File: src/rtl/rtc_twi_pkg.sv
// Shared constants and carrier types for the two-wire register port.
package rtc_twi_pkg;
	localparam int          CLK_PERIOD_NS  = 10;
	localparam int          POWERUP_NS     = 1000;
	localparam int          POWERUP_CYCLES = (POWERUP_NS + CLK_PERIOD_NS - 1) / CLK_PERIOD_NS;
	localparam logic [6:0]  TARGET_ADDR    = 7'h68;
	localparam logic [7:0]  PTR_RESET      = 8'h00;
	localparam logic [3:0]  BYTE_BITS      = 4'h8;
	localparam int          WR_FIFO_DEPTH  = 32;
	localparam logic        DIR_READ       = 1'b1;

	typedef enum logic [2:0] {
		ST_IDLE  = 3'b000,
		ST_DEV   = 3'b001,
		ST_WORD  = 3'b010,
		ST_WDATA = 3'b011,
		ST_RDATA = 3'b100,
		ST_ACK   = 3'b101,
		ST_MACK  = 3'b110
	} port_state_e;

	typedef struct packed {
		logic [7:0] addr;
		logic [7:0] data;
	} wr_entry_s;
endpackage

File: src/rtl/rtc_two_wire_target_port.sv
// Target-side two-wire serial port onto the clock/control register array.
// Behaviour
// RULE1: Bytes shift most significant bit first in both directions.
// RULE2: Data changes only with clock low; changes with clock high are start/stop.
// RULE3: After power-up the data line is released until a transfer needs driving.
// RULE4: Falling data with clock high starts a transfer; all else ignored before it.
// RULE5: Starts seen during the power-up sequence are ignored.
// RULE6: Rising data with clock high stops a transfer and returns to standby.
// RULE7: After eight bits the sender releases data; receiver pulls low on ninth.
// RULE8: Acknowledge a matching target address, the word address and written data; a write address gets no ack while the commit queue is full.
// RULE9: Keep sending read bytes while the controller acknowledges each one.
// RULE10: Upper seven bits of the first byte must equal 1101000.
// RULE11: Lowest bit of the first byte: one reads, zero writes.
// RULE12: Compare the full received address byte and acknowledge only on match; the code compares only bits 7:1.
// RULE13: One word address byte follows; otherwise the internal counter is used.
// RULE14: The internal address counter is zero after power-up.
// RULE15: Controller repeats the same target address in a random read.
// RULE16: Written data reaches the register array only at the stop.
// RULE17: After a write the pointer stays at the last written location.
// RULE18: Controller reads by writing a word address, repeated start, then reading.
// RULE19: Read data comes from the pointer, loaded by the address and incremented.
// RULE20: Controller ends a read with a stop after the last wanted byte.
// RULE21: On an address mismatch keep data released and wait for the next start.
module rtc_two_wire_target_port
	import rtc_twi_pkg::*;
(
	input  wire logic       core_clk_in,
	input  wire logic       rstn_in,
	input  wire logic       ce_in,
	input  wire logic       scl_in,
	input  wire logic       sda_in,
	output logic            sda_out,
	output logic            sda_oe_out,
	output logic [7:0]      rd_addr_out,
	input  wire logic [7:0] rd_data_in,
	output logic            wr_valid_out,
	input  wire logic       wr_ready_in,
	output wr_entry_s       wr_entry_out
);
	typedef struct packed {
		logic        scl_meta;
		logic        scl_s;
		logic        scl_q;
		logic        sda_meta;
		logic        sda_s;
		logic        sda_q;
		logic [7:0]  pwr_cnt;
		port_state_e state;
		port_state_e after_ack;
		logic [7:0]  sh;
		logic [3:0]  cnt;
		logic [7:0]  ptr;
		logic        mack;
		logic        sda_oe;
		logic        pend_valid;
		wr_entry_s   pend;
		logic        push_valid;
	} core_state_s;

	core_state_s r;
	core_state_s next_r;
	logic        fifo_in_ready;
	logic        rise;
	logic        fall;
	logic        start_seen;
	logic        stop_seen;
	logic        byte_done;

	// The pin is open drain: the driven level is always low, only the enable moves.
	assign sda_out     = 1'b0;
	assign sda_oe_out  = r.sda_oe;
	assign rd_addr_out = r.ptr;

	always_comb begin
		next_r = r;
		next_r.scl_meta = scl_in;
		next_r.scl_s    = r.scl_meta;
		next_r.scl_q    = r.scl_s;
		next_r.sda_meta = sda_in;
		next_r.sda_s    = r.sda_meta;
		next_r.sda_q    = r.sda_s;

		rise       = r.scl_s && !r.scl_q;
		fall       = !r.scl_s && r.scl_q;
		// RULE2: data edges during clock high
		start_seen = r.scl_s && r.scl_q && r.sda_q && !r.sda_s;
		stop_seen  = r.scl_s && r.scl_q && !r.sda_q && r.sda_s;
		byte_done  = (r.cnt == BYTE_BITS);

		// RULE5: power-up hold-off count
		if (r.pwr_cnt != 8'h00) begin
			next_r.pwr_cnt = r.pwr_cnt - 8'h01;
		end
		if (r.push_valid && fifo_in_ready) begin
			next_r.push_valid = 1'b0;
		end

		if (stop_seen) begin
			// RULE6: stop returns to standby
			next_r.state  = ST_IDLE;
			next_r.sda_oe = 1'b0;
			// RULE16: commit held write at stop
			if (r.pend_valid) begin
				next_r.push_valid = 1'b1;
				next_r.pend_valid = 1'b0;
			end
		end else if (start_seen && r.pwr_cnt == 8'h00) begin
			// RULE4: start opens address phase
			next_r.state      = ST_DEV;
			next_r.cnt        = 4'h0;
			next_r.sda_oe     = 1'b0;
			next_r.pend_valid = 1'b0;
		end else begin
			unique case (r.state)
				ST_IDLE: begin
					next_r.sda_oe = 1'b0;
				end
				ST_DEV, ST_WORD, ST_WDATA: begin
					if (rise && !byte_done) begin
						// RULE1: shift in msb first
						next_r.sh  = {r.sh[6:0], r.sda_s};
						next_r.cnt = r.cnt + 4'h1;
					end else if (fall && byte_done) begin
						next_r.cnt = 4'h0;
						if (r.state == ST_DEV) begin
							// RULE10: compare upper seven bits
							// RULE12: acknowledge only on match
							if (r.sh[7:1] != TARGET_ADDR) begin
								// RULE21: mismatch stays released
								next_r.state = ST_IDLE;
							end else if (r.sh[0] == DIR_READ) begin
								// RULE11: direction bit selects read
								next_r.state     = ST_ACK;
								next_r.after_ack = ST_RDATA;
								next_r.sda_oe    = 1'b1;
							end else if (!r.push_valid && fifo_in_ready) begin
								// RULE8: acknowledge write address
								next_r.state     = ST_ACK;
								next_r.after_ack = ST_WORD;
								next_r.sda_oe    = 1'b1;
							end else begin
								// A full commit queue, or a commit still waiting to enter it, refuses the write by withholding the ack.
								next_r.state = ST_IDLE;
							end
						end else if (r.state == ST_WORD) begin
							// RULE13: word address loads pointer
							next_r.ptr       = r.sh;
							next_r.state     = ST_ACK;
							next_r.after_ack = ST_WDATA;
							next_r.sda_oe    = 1'b1;
						end else begin
							// RULE17: pointer stays on written byte
							next_r.pend_valid = 1'b1;
							next_r.pend.addr  = r.ptr;
							next_r.pend.data  = r.sh;
							next_r.state      = ST_ACK;
							next_r.after_ack  = ST_WDATA;
							next_r.sda_oe     = 1'b1;
						end
					end
				end
				ST_ACK: begin
					// RULE7: release after the ninth clock
					if (fall) begin
						next_r.state  = r.after_ack;
						next_r.sda_oe = 1'b0;
						if (r.after_ack == ST_RDATA) begin
							// RULE19: read from the pointer
							next_r.sh     = rd_data_in;
							next_r.sda_oe = !rd_data_in[7];
						end
					end
				end
				ST_RDATA: begin
					if (rise) begin
						next_r.cnt = r.cnt + 4'h1;
					end else if (fall) begin
						if (byte_done) begin
							// RULE19: advance pointer per byte sent
							next_r.ptr    = r.ptr + 8'h01;
							next_r.sda_oe = 1'b0;
							next_r.state  = ST_MACK;
							next_r.cnt    = 4'h0;
						end else begin
							// RULE1: shift out msb first
							next_r.sh     = {r.sh[6:0], 1'b0};
							next_r.sda_oe = !r.sh[6];
						end
					end
				end
				ST_MACK: begin
					if (rise) begin
						next_r.mack = !r.sda_s;
					end else if (fall) begin
						// RULE9: continue only on controller ack
						if (r.mack) begin
							next_r.state  = ST_RDATA;
							next_r.sh     = rd_data_in;
							next_r.sda_oe = !rd_data_in[7];
						end else begin
							next_r.state = ST_IDLE;
						end
					end
				end
				default: begin
					next_r.state  = ST_IDLE;
					next_r.sda_oe = 1'b0;
				end
			endcase
		end
	end

	always_ff @(posedge core_clk_in or negedge rstn_in) begin
		if (!rstn_in) begin
			r          <= '0;
			r.scl_meta <= 1'b1;
			r.scl_s    <= 1'b1;
			r.scl_q    <= 1'b1;
			r.sda_meta <= 1'b1;
			r.sda_s    <= 1'b1;
			r.sda_q    <= 1'b1;
			r.pwr_cnt  <= 8'(POWERUP_CYCLES);
			r.state    <= ST_IDLE;
			r.after_ack <= ST_IDLE;
			// RULE14: pointer starts at zero
			r.ptr      <= PTR_RESET;
			// RULE3: data line released at power-up
			r.sda_oe   <= 1'b0;
		end else if (ce_in) begin
			r <= next_r;
		end
	end

	wr_fifo #(
		.WIDTH ($bits(wr_entry_s)),
		.DEPTH (WR_FIFO_DEPTH)
	) i_wr_fifo (
		.clk_in        (core_clk_in),
		.rstn_in       (rstn_in),
		.ce_in         (ce_in),
		.in_valid_in   (r.push_valid),
		.in_ready_out  (fifo_in_ready),
		.in_data_in    (r.pend),
		.out_valid_out (wr_valid_out),
		.out_ready_in  (wr_ready_in),
		.out_data_out  (wr_entry_out)
	);
endmodule

File: src/rtl/wr_fifo.sv
// Write-commit FIFO with a registered output stage.
module wr_fifo #(
	parameter int WIDTH = 16,
	parameter int DEPTH = 32
) (
	input  wire logic             clk_in,
	input  wire logic             rstn_in,
	input  wire logic             ce_in,
	input  wire logic             in_valid_in,
	output logic                  in_ready_out,
	input  wire logic [WIDTH-1:0] in_data_in,
	output logic                  out_valid_out,
	input  wire logic             out_ready_in,
	output logic [WIDTH-1:0]      out_data_out
);
	localparam int AW = $clog2(DEPTH);

	typedef struct packed {
		logic [DEPTH-1:0][WIDTH-1:0] mem;
		logic [AW-1:0]               wp;
		logic [AW-1:0]               rp;
		logic [AW:0]                 count;
		logic                        out_valid;
		logic [WIDTH-1:0]            out_data;
	} fifo_state_s;

	fifo_state_s r;
	fifo_state_s next_r;
	logic        push;
	logic        pop;

	assign in_ready_out  = (r.count != (AW + 1)'(DEPTH));
	assign out_valid_out = r.out_valid;
	assign out_data_out  = r.out_data;

	always_comb begin
		next_r = r;
		push   = in_valid_in && in_ready_out;
		pop    = (r.count != '0) && (!r.out_valid || out_ready_in);
		if (out_ready_in) begin
			next_r.out_valid = 1'b0;
		end
		// The output stage refills in the same cycle it drains, so a full stream never bubbles.
		if (pop) begin
			next_r.out_data  = r.mem[r.rp];
			next_r.out_valid = 1'b1;
			next_r.rp        = r.rp + 1'b1;
		end
		if (push) begin
			next_r.mem[r.wp] = in_data_in;
			next_r.wp        = r.wp + 1'b1;
		end
		next_r.count = r.count + (AW + 1)'(push) - (AW + 1)'(pop);
	end

	always_ff @(posedge clk_in or negedge rstn_in) begin
		if (!rstn_in) begin
			r <= '0;
		end else if (ce_in) begin
			r <= next_r;
		end
	end
endmodule
File: config.mk
export PLATFORM = sky130hd
export DESIGN_NAME = rtc_two_wire_target_port
export DESIGN_NICKNAME = d
export VERILOG_FILES = /design/src/rtl/rtc_twi_pkg.sv /design/src/rtl/rtc_two_wire_target_port.sv /design/src/rtl/wr_fifo.sv
export SDC_FILE = /design/constraint.sdc
export NUM_CORES = 1
export LEC_CHECK = 0
export ABC_AREA = 1
export BUFFER_PORTS_ARGS = -buffer_cell sky130_fd_sc_hd__buf_2
export CAP_MARGIN = 20
export CORE_UTILIZATION = 40
export CTS_CLUSTER_SIZE = 14
export DETAILED_ROUTE_END_ITERATION = 7
export HOLD_SLACK_MARGIN = 0.1
export SKIP_LAST_GASP = 1
export SYNTH_ARGS = -nofsm -noshare
export SYNTH_HDL_FRONTEND = slang
export SYNTH_SLANG_ARGS = --single-unit
File: constraint.sdc
create_clock -name core_clk_in -period 2.2 [get_ports core_clk_in]
set_input_delay 0.33 -clock core_clk_in [delete_from_list [all_inputs] [get_ports core_clk_in]]
set_output_delay 0.33 -clock core_clk_in [all_outputs]
set_load 0.01 [all_outputs]
Word level (Yosys, flattened, before mapping)
Index checks and enable logic that the tools add are counted. Widths: inputs -> output; s select.

Flip-flop bits (word level): 605.

$add $sub $neg: 7. $lt $le $gt $ge: 3. Eq/ne operators: 44. Mux-type cells: 68. Bitwise gates (word level): 5. Reductions and logical operators: 48.

Operator list (number): $bwmux 512 (1); $mux 8 (12); $bmux 16 s5 (1); $demux 16 s5 (1); $mux 17 (4); $ne 4x4->1 const B (12); $mux 3 (13); $mux 18 (2); $mux 16 (2); $pmux 8 s4 (1); $ne 2x2->1 const B (15); $mux 12 (2); $mux 6 (4); $pmux 12 s2 (1); $reduce_and 11->1 (2); $mux 20 (1); $mux 1 (16); $reduce_and 8->1 (2); $pmux 3 s5 (1); $logic_and 1x1->1 (14); $reduce_and 13->1 (1); $eq 3x3->1 const B (4); $lt 5x6->1 const B (2); $mux 4 (3); other kinds (32) (58).

Logic depth before layout (Yosys ltp)
Word-level depth: 11. Mapped depth: 14.

Modules after synthesis
Synthesis repeated with hierarchy kept, for this count alone.

Cells, all modules: 3922. Area total of the unflattened synthesis: 29884.9 um^2.

Modules (own cells, without submodules): wr_fifo (times used 1, cells each 3461, area each 26387.8 um^2); rtc_two_wire_target_port (times used 1, cells each 461, area each 3497.1 um^2).

Worst setup path before layout
OpenSTA, ideal clock, no wires.

Kind: flip-flop to flip-flop. Start: register i_wr_fifo.r[19] (netlist name). End: register i_wr_fifo.r[21] (netlist name). Arrival: 2.256 ns. Data required time: 2.070 ns. Setup slack: -0.186 ns. Stages on the path, launching flop included: 15. Path buffers: 0. Period minus slack after synthesis: 2.386 ns. Cells stage by stage: dfrtp_1 -> inv_1 -> ha_1 -> nand3_1 -> o21ai_0 -> inv_1 -> ha_1 -> inv_1 -> ha_1 -> fa_1 -> a21oi_1 -> nor2_1 -> nor2_1 -> xor2_1 -> o21ai_0.

Cells in the longest elaborated chain, start to end: 4. Elaborated cells between the ends (all ways): 6. Those cells by class: 2 x add/sub; 1 x eq/ne; 3 x reduce/logical.

Ends and longest elaborated chain: start: declaration (RTL line wr_fifo.sv:27) `fifo_state_s r;`; start signal: assignment (RTL line wr_fifo.sv:60) `r <= next_r;`; $ne 6x6->1 (RTL line wr_fifo.sv:32) `assign in_ready_out = (r.count != (AW + 1)'(DEPTH));`; $logic_and 1x1->1 (RTL line wr_fifo.sv:38) `push = in_valid_in && in_ready_out;`; $add 6x1->6 (RTL line wr_fifo.sv:53) `next_r.count = r.count + (AW + 1)'(push) - (AW + 1)'(pop);`; $sub 6x1->6 (*) (RTL line wr_fifo.sv:53).

Every way passes the cells marked *; elsewhere a longest branch is shown, timed or not. A chain may end at the register's enable or synchronous reset.

Worst setup path in the final report
Same ends and word-level chain as after synthesis.

==> summary.txt <==
Global route
  • GRT Residual Overflow: 0
  • Global-route wire length before repair: 132,000 microns
  • Pin count of the biggest net entering global routing: 79
  • Antenna violations before repair: 0
  • Total routing usage reported by global routing: 23.1%
  • Via count of the first global-routing pass: 22,900

Worst setup path
  • Highest net fanout along the worst path: 2
  • Largest stage delay on the critical path: 390 ps
  • Gate family responsible for the most delay along the worst path: adder cells
  • Reg2reg setup slack: -100 ps
  • Critical register-to-register path startpoint: i_wr_fifo.r[19]$_DFFE_PN0P_
  • Endpoint kind of the worst setup timing path: flip-flop
  • Reg-to-reg endpoint: i_wr_fifo.r[21]$_DFFE_PN0P_
  • Cells along the critical path: inv_2 -> ha_4 -> nand3_4 -> o21ai_2 -> inv_1 -> ha_1 -> inv_1 -> ha_2 -> fa_2 -> a21oi_2 -> nor2_1 -> nor2_1 -> xor2_1 -> o21ai_1
  • Worst Setup Path Type: flip-flop to flip-flop
  • Worst Path Arrival: 2790 ps
  • Total number of cells along the worst setup path: 14
  • Buffer and inverter count on the worst path: 3
  • WP data required: 2690 ps
  • Category of the worst setup path launch point: flip-flop
  • Worst-path cell with the longest stage delay: dfrtp_1
  • Reg2Reg Depth: 14

Placement
  • IO Port Bufs: 39
  • Global placer's final weighted congestion: 0.870
  • Half-perimeter wire length of the detailed placement result: 53,400 microns
  • Minimum setup slack after placement: -202 ps

Drt
  • Via density: 5.14
  • Overall routed net length: 83,400 microns
  • Initial DRC count: 1,917
  • WL per Instance: 18.1 microns
  • First-pass iteration count of the detailed router: 5
  • Total DRC errors in the routed layout: 0
  • Via count: 23,700
  • Antenna Nets Post-Route: 0

Pwr
  • Power share of the clock group: 34.4%
  • Internal Power: 21.9 mW
  • Switch share: 35.2%
  • Fraction of power consumed by combinational cells: 30.7%
  • Reg power frac: 34.9%
  • Largest voltage drop on the vdd net: 0.000530 V
  • Net switching power figure: 11.9 mW
  • Leakage: 15.6 nW
  • Total power per unit cell area: 1010 nW/um^2

Status
  • Outcome: finished, violations left
  • Violations in the final reports: negative setup slack

Floorplan
  • Placement Rows: 98
  • Number of placed I/O pins: 41
  • Area inside the core boundary: 71,500 sq um
  • Area enclosed by the die boundary: 73,300 sq um
  • Horiz. Die Dim: 271 microns
  • Floorplan die height: 271 microns
  • Initial Util: 40.4%

Clocking
  • Clock insertion delay at the later pin of the skew report: 610 ps
  • Clock Tree Root: clkbuf_16
  • Reg clk slew, reported paths: 60 ps
  • Number of sinks driven by the clock tree: 605
  • Level count of the clock H-tree: 3
  • Maximum clock insertion buffer count: 3
  • TritonCTS buffer count: 70
  • TritonCTS clock tree: built

Min path
  • Startpoint of the lowest-slack hold path: rd_data_in[7]
  • End point of the most critical hold path: r[39]$_DFFE_PN0P_
  • Worst hold path stage count: 5
  • Hold/Removal Path Class: input port to flip-flop

Timing
  • Setup Total Neg Slack: -707 ps
  • Tmin final: 2300 ps
  • Hold Vio Cnt, Final: 0
  • Unrepaired setup endpoints after global routing: yes
  • Worst Clk Skew: 26.6 ps
  • Worst-case setup margin in the final layout: -101 ps
  • Max-slew violations: 0
  • Final-report setup violation count: 18
  • Final clock period utilization by the worst path: 105%
  • Transition time at the pin with the least slew margin: 799 ps
  • Fmax: 0.435 GHz
  • Worst rel slew slack: 46.4%

Run
  • Max-cap violations: 0

Cells and area
  • Footprint of the multi-input gates: 11,400 sq um
  • Flip-flop and latch area: 15,200 sq um
  • Antenna diode count: 0
  • Most frequent standard cell in the layout excluding fill and tap cells: nand2_1
  • Number of nets in the final layout: 3,642
  • Fraction of layout cells with a size suffix above 1: 10.4%
  • Commonest cells after routing, fill and taps aside: nand2_1, dfrtp_1, o21ai_0
  • Signed area change from the synthesized netlist to the final layout: 16.0%
  • Fin util: 46.9%
  • Number of fill cells in the layout: 6,941

Synthesis
  • Leading post-synthesis cells by cell area: dfrtp_1, nand2_1, o21ai_0
  • Most common flop cell mapped by yosys: dfrtp_1
  • Syn nets: 3,642
  • #FFs+latches synth: 605
  • Number of different library cells in the post-synthesis netlist: 35
  • Mapped Avg Cell Area: 8.01 sq um
  • Sequential fraction of the synthesis area: 52.5%
  • Post-synthesis cell count: 3,605
  • Fraction of synthesized cell area taken by the top area cell type: 51.7%
  • Number of synthesized flops with an enable pin: 0
  • Warning count from the yosys run: 0
  • Post-Syn Area: 28,900 sq um
  • Share of flip-flops with an asynchronous set or reset: 100%
  • Library cell occupying the most area in the post-synthesis netlist: dfrtp_1
[worst max path at each step]
stage                                      from                           to  slack [ps]
floorplan           i_wr_fifo.r[20]$_DFFE_PN0P_  i_wr_fifo.r[21]$_DFFE_PN0P_         -70
global placement    i_wr_fifo.r[20]$_DFFE_PN0P_  i_wr_fifo.r[21]$_DFFE_PN0P_        -210
detailed placement  i_wr_fifo.r[19]$_DFFE_PN0P_  i_wr_fifo.r[21]$_DFFE_PN0P_        -200
CTS                 i_wr_fifo.r[20]$_DFFE_PN0P_  i_wr_fifo.r[21]$_DFFE_PN0P_        -120
global route        i_wr_fifo.r[19]$_DFFE_PN0P_  i_wr_fifo.r[21]$_DFFE_PN0P_        -240
finish              i_wr_fifo.r[19]$_DFFE_PN0P_  i_wr_fifo.r[21]$_DFFE_PN0P_        -100
[cell families after synthesis]
kind of cell	Yosys count	share of synthesized area [%]
simple gates	1509	21.5
compound gates	841	15.8
buf+inv	608	8.65
flops	605	52.5
fa+ha+maj	23	1.02
xor+xnor	18	0.546
other cells	1	0.0130
[power groups by stage]
stage	combinational (mW)	sequential, mW	clock [mW]
2_1_floorplan	6.22	11.8	0
3_3_place_gp	10.1	12.0	0
3_5_place_dp	10.2	12.0	0
4_1_cts	10.4	11.8	11.9
5_1_grt	11.3	11.8	12.3
6_report	10.4	11.8	11.6
[Yosys cell counts, types with 28 or more instances]
library cell	number
nand2_1	906
nor2_1	265
o21a_1	60
nand3_1	296
o211ai_1	82
inv_1	298
o21ai_0	412
clkbuf_1	141
a21oi_1	268
buf_2	86
dfrtp_1	596
buf_4	28
buf_1	32
[timing repair]
item                                    CTS  global route
resized for setup                        12             7
pin swaps                                 8             5
endpoints found under the setup margin    6            44
setup buffers                             6             4
hold endpoints to repair                507             0
gates cloned                              0             1
hold buffers                             12             0
[routing by layer]
layer | track usage (%) | up-vias | wire (microns)
met5 | 0 | - | 0
met4 | 9.25 | 0 | 3010
met3 | 2.85 | 138 | 3660
met2 | 37.9 | 566 | 39500
met1 | 30.9 | 11300 | 37200
li1 | - | 11600 | -
[layout make-up]
class / instances / share of cell area (%)
inverters: 320 / 3.59
well taps: 950 / 3.55
clock buffers: 101 / 6.09
clock inverters: 19 / 0.680
multi-input cells: 2392 / 34.0
repair buffers: 216 / 6.85
flip-flops and latches: 605 / 45.3
[worst reg2reg max path, cell delays in order (launching register included)]
cell,delay (ps)
dfrtp_1,390
inv_2,80
ha_4,150
nand3_4,80
o21ai_2,70
inv_1,60
ha_1,260
inv_1,40
ha_2,190
fa_2,350
a21oi_2,120
nor2_1,50
nor2_1,120
xor2_1,140
o21ai_1,70
[registers in the layout, indices dropped and copies added, names as in the netlist]
register	cells
i_wr_fifo.r	528
r	47
i_wr_fifo.out_data_out	16
rd_addr_out	8
next_r	4
i_wr_fifo.out_valid_out	1
sda_oe_out	1
[stage by stage]
step,cells,hold slack [ps],power [mW],instance area (sq um)
3_5_place_dp,4460,242,22.1,31000
6_report,4603,169,33.8,33500
4_1_cts,4598,136,34.0,33400
3_3_place_gp,4460,242,22.1,31000
5_1_grt,4603,199,35.4,33500
2_1_floorplan,3605,34.4,18.1,28900
Note: power is estimated with default switching activity, not from simulation.
